===== src/verilog/ums_pkg.sv =====
// Purpose: Shared constants and types for the master-only serial peripheral port
// Assumes: Eight-bit frames, half-period divider driven from sys_clk
// Notes:   Widths that may differ are parameters of the top module

package ums_pkg;

  localparam int          FRAME_BITS    = 8;
  localparam int          HALF_W        = 4;
  localparam logic [3:0]  HALF_FIRST    = 4'h0;
  localparam logic [3:0]  HALF_LAST     = 4'hF;
  localparam logic        IDLE_LINE     = 1'h1;
  localparam logic        ERR_UNUSED    = 1'h0;
  localparam int          RATE_W_DEF    = 12;
  localparam int          RATE_W_MAX    = 16;
  localparam int          RX_DEPTH_DEF  = 2;
  localparam real         SYS_CLK_NS    = 8.0;

  typedef enum logic [0:0] {
    UMS_IDLE,
    UMS_SHIFT
  } ums_state_e;

  // Software-held configuration bits
  typedef struct packed {
    logic clock_polarity_bit;
    logic clock_phase_bit;
    logic bit_order_bit;
    logic transmitter_enable_bit;
    logic receiver_enable_bit;
    logic clock_pin_direction_bit;
  } ums_cfg_s;

  typedef struct packed {
    logic rxc_irq_en;
    logic txc_irq_en;
    logic udre_irq_en;
    logic global_irq_en;
  } ums_irq_en_s;

  typedef struct packed {
    logic receive_complete_flag;
    logic transmit_complete_flag;
    logic tx_buffer_empty_flag;
    logic framing_error_flag;
    logic data_overrun_flag;
    logic parity_error_flag;
  } ums_status_s;

  typedef struct packed {
    logic rxc;
    logic txc;
    logic udre;
  } ums_irq_s;

endpackage


===== src/verilog/ums_spi_master.sv =====
// Purpose: Master-only full-duplex serial peripheral port with buffered transmit and receive
// Assumes: Software drives the control ports synchronously to sys_clk
// Notes:   Contract list below; the receive pin is synchronised, costing two cycles of sampling lag
//
// Contract
// - Four clock modes from polarity and phase; mode is polarity*2 plus phase
// - Outgoing data changes on one clock edge, incoming sampled on the other
// - Frames are exactly eight data bits, no start, stop or parity
// - One bit-order setting serves both transmit and receive
// - Queued frame follows with no gap, otherwise data line idles high
// - Two back-to-back bytes shift consecutively; completion only after both
// - Transmitter works alone; receiver only receives while transmitter enabled
// - Rate register resets to zero
// - Enabled transmitter takes the output pin as serial data output
// - Enabled receiver takes the input pin as serial data input
// - Clock pin carries the generated transfer clock only while the transmitter holds its pins and clock_pin_direction_bit is set
// - A data write alone starts a transfer; reception runs alongside
// - Written byte waits in buffer until the shift register is free
// - On receive overflow the newest byte is dropped, older ones kept
// - Framing, overrun and parity error bits always read zero
// - Bit order one sends least significant bit first, zero most first
// - Receive-complete follows unread data; disabling receiver flushes buffer
// - Transmit-complete sets when done with nothing queued; clears on ack or write-one
// - Buffer-empty is one when a byte may be written, set after reset

`timescale 1ns/1ns
`default_nettype none

module ums_spi_master #(
  parameter int RATE_W   = ums_pkg::RATE_W_DEF,
  parameter int RX_DEPTH = ums_pkg::RX_DEPTH_DEF
) (
  input  wire logic                 sys_clk,
  input  wire logic                 rst,
  input  wire ums_pkg::ums_cfg_s    cfg,
  input  wire ums_pkg::ums_irq_en_s irq_en,
  input  wire logic                 rate_wr,
  input  wire logic [RATE_W-1:0]    rate_wdata,
  input  wire logic                 data_wr,
  input  wire logic [7:0]           data_wdata,
  input  wire logic                 data_rd,
  input  wire logic                 txc_clear,
  input  wire logic                 txc_irq_ack,
  input  wire logic                 serial_in_pin,
  output logic [7:0]                rx_data,
  output logic [RATE_W-1:0]         rate_divider_reg,
  output ums_pkg::ums_status_s      status_reg_a,
  output ums_pkg::ums_irq_s         irq_req,
  output logic [1:0]                spi_mode,
  output logic                      busy,
  output logic                      serial_out_pin,
  output logic                      serial_out_oe,
  output logic                      serial_in_owned,
  output logic                      transfer_clock_pin,
  output logic                      transfer_clock_oe
);

  localparam int PTR_W = (RX_DEPTH > 1) ? $clog2(RX_DEPTH) : 1;
  localparam int CNT_W = $clog2(RX_DEPTH + 1);

  // Half-period counter must span exactly two edges per data bit
  if (2 * ums_pkg::FRAME_BITS != (1 << ums_pkg::HALF_W)) begin : g_bad_frame
    $error("HALF_W does not match FRAME_BITS");
  end
  if (RATE_W < 1 || RATE_W > ums_pkg::RATE_W_MAX) begin : g_bad_rate
    $error("RATE_W out of range");
  end
  // A one-entry buffer would wrap a one-bit pointer past the array
  if (RX_DEPTH < 2 || (RX_DEPTH & (RX_DEPTH - 1)) != 0) begin : g_bad_depth
    $error("RX_DEPTH must be a power of two, two or more");
  end

  ums_pkg::ums_state_e st_r;
  ums_pkg::ums_state_e st_nxt;

  logic [RATE_W-1:0] rate_r;
  logic [RATE_W-1:0] div_r;
  logic [RATE_W-1:0] div_nxt;
  logic [3:0]        half_r;
  logic [3:0]        half_nxt;
  logic              level_r;
  logic              level_nxt;
  logic              sck_r;
  logic              sout_r;
  logic              sout_nxt;
  logic [7:0]        sh_r;
  logic [7:0]        sh_nxt;
  logic [7:0]        rxsh_r;
  logic [7:0]        rxsh_nxt;
  logic [7:0]        buf_r;
  logic              buf_full_r;
  logic              buf_full_nxt;
  logic              txc_r;
  logic              txc_nxt;
  logic              tx_on_r;
  logic              tx_on_nxt;
  logic              din_meta_r;
  logic              din_r;
  logic [7:0]        rx_data_r;
  logic [7:0]        rx_mem [RX_DEPTH];
  logic [PTR_W-1:0]  wp_r;
  logic [PTR_W-1:0]  rp_r;
  logic [CNT_W-1:0]  cnt_r;
  logic [CNT_W-1:0]  cnt_nxt;

  // Edge scheduling: 16 half periods per frame, even ones end on a leading edge
  wire shifting   = (st_r == ums_pkg::UMS_SHIFT);
  wire tick       = shifting && (div_r == rate_r);
  wire last_edge  = tick && (half_r == ums_pkg::HALF_LAST);
  wire samp_edge  = tick && (half_r[0] == cfg.clock_phase_bit);
  wire shift_edge = tick && !samp_edge && (half_r != ums_pkg::HALF_FIRST) && !last_edge;
  // Phase-one frames end on a sampling edge: the data line waits one more cycle
  // so that the slave never sees data and clock move on the same edge
  wire hold_out   = last_edge && samp_edge;

  // Transmit buffer: write accepted only while enabled and free
  wire wr_ok     = data_wr && cfg.transmitter_enable_bit && !buf_full_r;
  wire start     = buf_full_r && (!shifting || last_edge);
  wire txc_set   = last_edge && !buf_full_r;
  wire txc_clr   = txc_clear || txc_irq_ack;

  // Receive buffer handshakes
  wire fifo_full = (cnt_r == CNT_W'(RX_DEPTH));
  wire fifo_has  = (cnt_r != '0);
  wire rx_on     = cfg.receiver_enable_bit && cfg.transmitter_enable_bit;
  wire push      = last_edge && rx_on && !fifo_full;
  wire pop       = data_rd && fifo_has;

  wire lsb_first = cfg.bit_order_bit;
  wire out_bit   = lsb_first ? sh_nxt[0] : sh_nxt[7];
  // Both directions move the same way, so one order bit serves them
  wire [7:0] tx_step = lsb_first ? {1'b0, sh_r[7:1]} : {sh_r[6:0], 1'b0};
  wire [7:0] rx_step = lsb_first ? {din_r, rxsh_r[7:1]} : {rxsh_r[6:0], din_r};

  assign st_nxt = start ? ums_pkg::UMS_SHIFT :
                  (last_edge ? ums_pkg::UMS_IDLE : st_r);

  // Divider idles at zero so a frame's first half period is a full one
  assign div_nxt = (start || tick || !shifting) ? '0 : div_r + RATE_W'(1);

  assign half_nxt = start ? ums_pkg::HALF_FIRST :
                    (tick ? half_r + 4'h1 : half_r);

  assign level_nxt = (start || !shifting) ? 1'b0 : (level_r ^ tick);

  assign sh_nxt = start ? buf_r :
                  (shift_edge ? tx_step : sh_r);

  assign sout_nxt = hold_out ? sout_r :
                    ((st_nxt == ums_pkg::UMS_SHIFT) ? out_bit : ums_pkg::IDLE_LINE);

  assign rxsh_nxt = !samp_edge ? rxsh_r :
                    rx_step;

  assign buf_full_nxt = wr_ok || (buf_full_r && !start);

  // Set wins over a clear in the same cycle
  assign txc_nxt = txc_set || (txc_r && !txc_clr);

  // Disable takes effect only after the shift register and buffer drain
  assign tx_on_nxt = cfg.transmitter_enable_bit || (st_nxt == ums_pkg::UMS_SHIFT)
                     || buf_full_nxt;

  assign cnt_nxt = !rx_on ? '0 : cnt_r + CNT_W'(push) - CNT_W'(pop);

  always_ff @(posedge sys_clk) begin
    if (rst) begin
      st_r    <= ums_pkg::UMS_IDLE;
      div_r   <= '0;
      half_r  <= ums_pkg::HALF_FIRST;
      level_r <= 1'b0;
    end else begin
      st_r    <= st_nxt;
      div_r   <= div_nxt;
      half_r  <= half_nxt;
      level_r <= level_nxt;
    end
  end

  always_ff @(posedge sys_clk) begin
    if (rst) begin
      rate_r <= '0;
    end else if (rate_wr) begin
      rate_r <= rate_wdata;
    end
  end

  // Clock and data leave from flops, so no decode glitch reaches the slave
  always_ff @(posedge sys_clk) begin
    if (rst) begin
      sck_r  <= 1'b0;
      sout_r <= ums_pkg::IDLE_LINE;
    end else begin
      sck_r  <= cfg.clock_polarity_bit ^ level_nxt;
      sout_r <= sout_nxt;
    end
  end

  always_ff @(posedge sys_clk) begin
    if (rst) begin
      sh_r   <= '0;
      rxsh_r <= '0;
    end else begin
      sh_r   <= sh_nxt;
      rxsh_r <= rxsh_nxt;
    end
  end

  always_ff @(posedge sys_clk) begin
    if (rst) begin
      buf_r <= '0;
    end else if (wr_ok) begin
      buf_r <= data_wdata;
    end
  end

  always_ff @(posedge sys_clk) begin
    if (rst) begin
      buf_full_r <= 1'b0;
      txc_r      <= 1'b0;
      tx_on_r    <= 1'b0;
    end else begin
      buf_full_r <= buf_full_nxt;
      txc_r      <= txc_nxt;
      tx_on_r    <= tx_on_nxt;
    end
  end

  // Receive pin comes from the slave and is foreign to sys_clk
  always_ff @(posedge sys_clk) begin
    if (rst) begin
      din_meta_r <= 1'b0;
      din_r      <= 1'b0;
    end else begin
      din_meta_r <= serial_in_pin;
      din_r      <= din_meta_r;
    end
  end

  always_ff @(posedge sys_clk) begin
    if (push) begin
      rx_mem[wp_r] <= rxsh_nxt;
    end
  end

  // Receiver disable flushes at the next edge; both pointers restart together
  always_ff @(posedge sys_clk) begin
    if (rst || !rx_on) begin
      wp_r  <= '0;
      rp_r  <= '0;
      cnt_r <= '0;
    end else begin
      if (push) begin
        wp_r <= PTR_W'(wp_r + PTR_W'(1));
      end
      if (pop) begin
        rp_r <= PTR_W'(rp_r + PTR_W'(1));
      end
      cnt_r <= cnt_nxt;
    end
  end

  // Read data appears the cycle after the read strobe and holds until the next read
  always_ff @(posedge sys_clk) begin
    if (rst) begin
      rx_data_r <= '0;
    end else if (pop) begin
      rx_data_r <= rx_mem[rp_r];
    end
  end

  assign rx_data          = rx_data_r;
  assign rate_divider_reg = rate_r;
  assign spi_mode         = {cfg.clock_polarity_bit, cfg.clock_phase_bit};
  assign busy             = shifting || buf_full_r;

  assign status_reg_a.receive_complete_flag  = fifo_has;
  assign status_reg_a.transmit_complete_flag = txc_r;
  assign status_reg_a.tx_buffer_empty_flag   = !buf_full_r;
  assign status_reg_a.framing_error_flag     = ums_pkg::ERR_UNUSED;
  assign status_reg_a.data_overrun_flag      = ums_pkg::ERR_UNUSED;
  assign status_reg_a.parity_error_flag      = ums_pkg::ERR_UNUSED;

  assign irq_req.rxc  = irq_en.global_irq_en && irq_en.rxc_irq_en && fifo_has;
  assign irq_req.txc  = irq_en.global_irq_en && irq_en.txc_irq_en && txc_r;
  assign irq_req.udre = irq_en.global_irq_en && irq_en.udre_irq_en && !buf_full_r;

  // Pin ownership; released pins fall back to general-purpose port control
  assign serial_out_pin     = sout_r;
  assign serial_out_oe      = tx_on_r;
  assign serial_in_owned    = cfg.receiver_enable_bit;
  assign transfer_clock_pin = sck_r;
  assign transfer_clock_oe  = cfg.clock_pin_direction_bit && tx_on_r;

endmodule // ums_spi_master

`default_nettype wire


===== config.mk =====
export PLATFORM = sky130hd
export DESIGN_NAME = ums_spi_master
export DESIGN_NICKNAME = d
export VERILOG_FILES = /design/src/verilog/ums_pkg.sv /design/src/verilog/ums_spi_master.sv
export SDC_FILE = /design/constraint.sdc
export NUM_CORES = 1
export LEC_CHECK = 0
export ABC_AREA = 1
export BUFFER_PORTS_ARGS = -buffer_cell sky130_fd_sc_hd__buf_2
export CAP_MARGIN = 5
export CORE_UTILIZATION = 60
export CTS_BUF_LIST = sky130_fd_sc_hd__clkbuf_16
export CTS_CLUSTER_DIAMETER = 80
export DETAILED_ROUTE_END_ITERATION = 8
export PLACE_DENSITY = 0.85
export SYNTH_ARGS = -nofsm -noshare
export SYNTH_HDL_FRONTEND = slang
export SYNTH_SLANG_ARGS = --single-unit

===== constraint.sdc =====
create_clock -name sys_clk -period 3.6 [get_ports sys_clk]
set_clock_uncertainty 0.2 [all_clocks]
set_input_delay 0.36 -clock sys_clk [delete_from_list [all_inputs] [get_ports sys_clk]]
set_output_delay 0.36 -clock sys_clk [all_outputs]
set_load 0.05 [all_outputs]

==> impl_metrics.tcl <==
set metrics [dict create \
    portBuffers 71 \
    row_count 30 \
    ir_worst_vdd_mv 0.264 \
    cts_buffers 9 \
    post-route-util 0.710 \
    cts.sinks 89 \
    hold_buffers 0 \
    setup_viol 0 \
    internal_power_mw 1.59 \
    first_pass_iters 5 \
    cellPowerDensity_nw_per_um2 458 \
    synth_cell_type_count 38 \
    seqPwrFrac 0.484 \
    track_usage 0.264 \
    cap_violations 0 \
    cp-end-kind "flip-flop" \
    postSynthAreaPerCell_um2 7.66 \
    syn2layout_area_growth_pct 14.9 \
    post-synth-top-area-cell "dfxtp_1" \
    power_mw 2.20 \
    fin_nets 647 \
    register_area_um2 1940 \
    initial_core_util 0.618 \
    final-hold-violation-count 0 \
    largest_reg_flops 16 \
    cts_resized 0 \
    synth_area_um2 4170 \
    drt-total-wl_um 8820 \
    synth_edf_count 16 \
    startpoint "div_r[11]$_SDFF_PP0_" \
    slew_viol_final 0 \
    ys_ff_latch 89 \
    cts_max_level 3 \
    dpl_cell_area_um2 4500 \
    final_antenna_net_count 0 \
    fill_cells 517 \
    combPwrFrac 0.115 \
    clkPwrFrac 0.401 \
    async_flop_share 0 \
    reg2reg_slack_ns 1.02 \
    ys_seq_area_frac 0.465 \
    final_cell_area_um2 4800 \
    r2r-start "div_r[11]$_SDFF_PP0_" \
    place_hpwl_um 6370 \
    dp_slack_ns 1.06 \
    critPathMaxFanout 7 \
    yosys_warnings 0 \
    cts_tree "built" \
    num_antenna_cells 0 \
    yosys-top-cells-count "nand2_1 (129), dfxtp_1 (73), inv_1 (69), nor2_1 (62), o21ai_0 (42)" \
    clk_path_buf_depth 2 \
    drive_gt1_frac 0.192 \
    postCtsSetupRepairBufs 0 \
    vias 3611 \
    drt_iter0_markers 234 \
    synth_top_area_frac 0.350 \
    grt_max_degree 38 \
    die_area_um2 7290 \
    crit_required_ns 3.66 \
    root_buffer "clkbuf_16" \
    fin_ws_ns 1.02 \
    fin_tns_setup_ns 0 \
    ioPinCount 75 \
    crit_path_start_kind "flip-flop" \
    dieHeight_um 85.4 \
    synthTopCellsByArea "dfxtp_1 (35%), nand2_1 (12%), edfxtp_1 (12%)" \
    core-area_um2 6760 \
    antenna_found_initial 0 \
    vias_per_cell 5.23 \
    leakage_nw 2.25 \
    crit_type "flip-flop to flip-flop" \
    multi_input_area_um2 1810 \
    reg2reg_to "cnt_r[1]$_SDFF_PP0_" \
    drc_errors 0 \
    maxSlewHeadroom 0.557 \
    max_freq_ghz 0.387 \
    synthesis.instances 545 \
    yosysMostFrequentCell "nand2_1" \
    ys.flop_type "dfxtp_1" \
    rsz0062_at_grt "false" \
    crit_arrival_ns 2.64 \
    period_share 0.718 \
    worst_pin_slew_ns 0.663 \
    power_switching_uw 604 \
    grt_pass1_vias 3353 \
    insertion_delay_ns 0.34 \
    overflow 0 \
    status "finished clean" \
    endpoint "cnt_r[1]$_SDFF_PP0_" \
    avgRoutedWirePerCell_um 12.8 \
    clk_pin_slew_ns 0.06 \
    hp-class "input port to flip-flop" \
    fin_crit_ns 2.58 \
    die_w_um 85.4 \
    switching_share 0.275 \
    rr_worst_depth 15 \
    grt_pass1_wl_um 15100 \
    place.gp.congestion 0.888 \
]
-- power groups by stage --
stage | Combinational, mW | Clock [mW] | Sequential (mW)
5_1_grt | 0.278 | 0.934 | 1.06
6_report | 0.254 | 0.881 | 1.06
2_1_floorplan | 0.151 | 0 | 1.12
3_3_place_gp | 0.244 | 0 | 1.08
3_5_place_dp | 0.250 | 0 | 1.08
4_1_cts | 0.253 | 0.893 | 1.06
-- through the flow --
step | instances | hold WS [ns]
2_1_floorplan | 547 | 0.188
4_1_cts | 690 | 0.0231
3_5_place_dp | 674 | 0.197
3_3_place_gp | 674 | 0.196
6_report | 690 | 0.0246
5_1_grt | 690 | 0.0454
-- final cells by class --
class                      count  area share
clock inverter                 7      0.0138
multi-input combinational    357       0.378
clock buffer                   9      0.0470
inverter                      75      0.0587
timing repair buffer          73      0.0772
tap                           80      0.0209
sequential                    89       0.405
-- routing by layer --
metal / up-vias / GRT usage / part of all wire
met3: 21 / 0.0477 / 0.059
met5: - / 0 / 0
met2: 121 / 0.435 / 0.47
li1: 1865 / - / -
met1: 1604 / 0.335 / 0.45
met4: 0 / 0.132 / 0.024
-- cell families after synthesis --
kind of cell,Yosys count,share of synthesized area
xor gates and xnor gates,10,0.0210
AOI/OAI and AO/OA,100,0.148
and+or+nand+nor,235,0.238
DFF,89,0.465
muxes,5,0.0120
adders and majority gates,4,0.0120
buffers and inverters,101,0.103
other,1,0.000899
-- worst min-delay path by stage --
stage	start	end	slack, ns	depth (start not counted)
6_report	serial_in_pin	din_meta_r$_SDFF_PP0_	0.02	3
5_1_grt	data_wdata[3]	buf_r[3]$_SDFFE_PP0P_	0.05	3
3_3_place_gp	din_meta_r$_SDFF_PP0_	din_r$_SDFF_PP0_	0.20	2
3_5_place_dp	din_meta_r$_SDFF_PP0_	din_r$_SDFF_PP0_	0.20	2
2_1_floorplan	din_meta_r$_SDFF_PP0_	din_r$_SDFF_PP0_	0.19	2
4_1_cts	serial_in_pin	din_meta_r$_SDFF_PP0_	0.02	3
-- worst max-delay path, stage by stage, from the launching register on --
cell     delay, ns
dfxtp_1       0.33
inv_1         0.12
nand2_1       0.07
nand2_1       0.07
nand2_1       0.05
nor2_1        0.19
nand2_1       0.08
nor2_1        0.13
nand4_1       0.15
inv_1         0.17
nand2_2       0.12
xor2_1        0.17
ha_1          0.19
xor2_1        0.16
and3_1        0.20
nor3_1        0.12
-- cells in the final DEF, fill, tap and decap left out, drive strengths merged --
| cell | count |
|---|---|
| nor2 | 67 |
| conb | 3 |
| a211oi | 8 |
| edfxtp | 16 |
| a31oi | 9 |
| nor3b | 4 |
| clkinv | 5 |
| clkinvlp | 2 |
| dfxtp | 73 |
| a21oi | 28 |
| nand3 | 14 |
| and3 | 2 |
| nor4 | 1 |
| nor3 | 7 |
| inv | 75 |
| buf | 73 |
| nand2 | 133 |
| o211ai | 13 |
| or2 | 3 |
| xnor2 | 6 |
| o21ai | 42 |
| xor2 | 4 |
| nand4 | 4 |
| ha | 4 |
| clkbuf | 9 |
| mux2i | 5 |
Note: power is estimated with default switching activity, not from simulation.
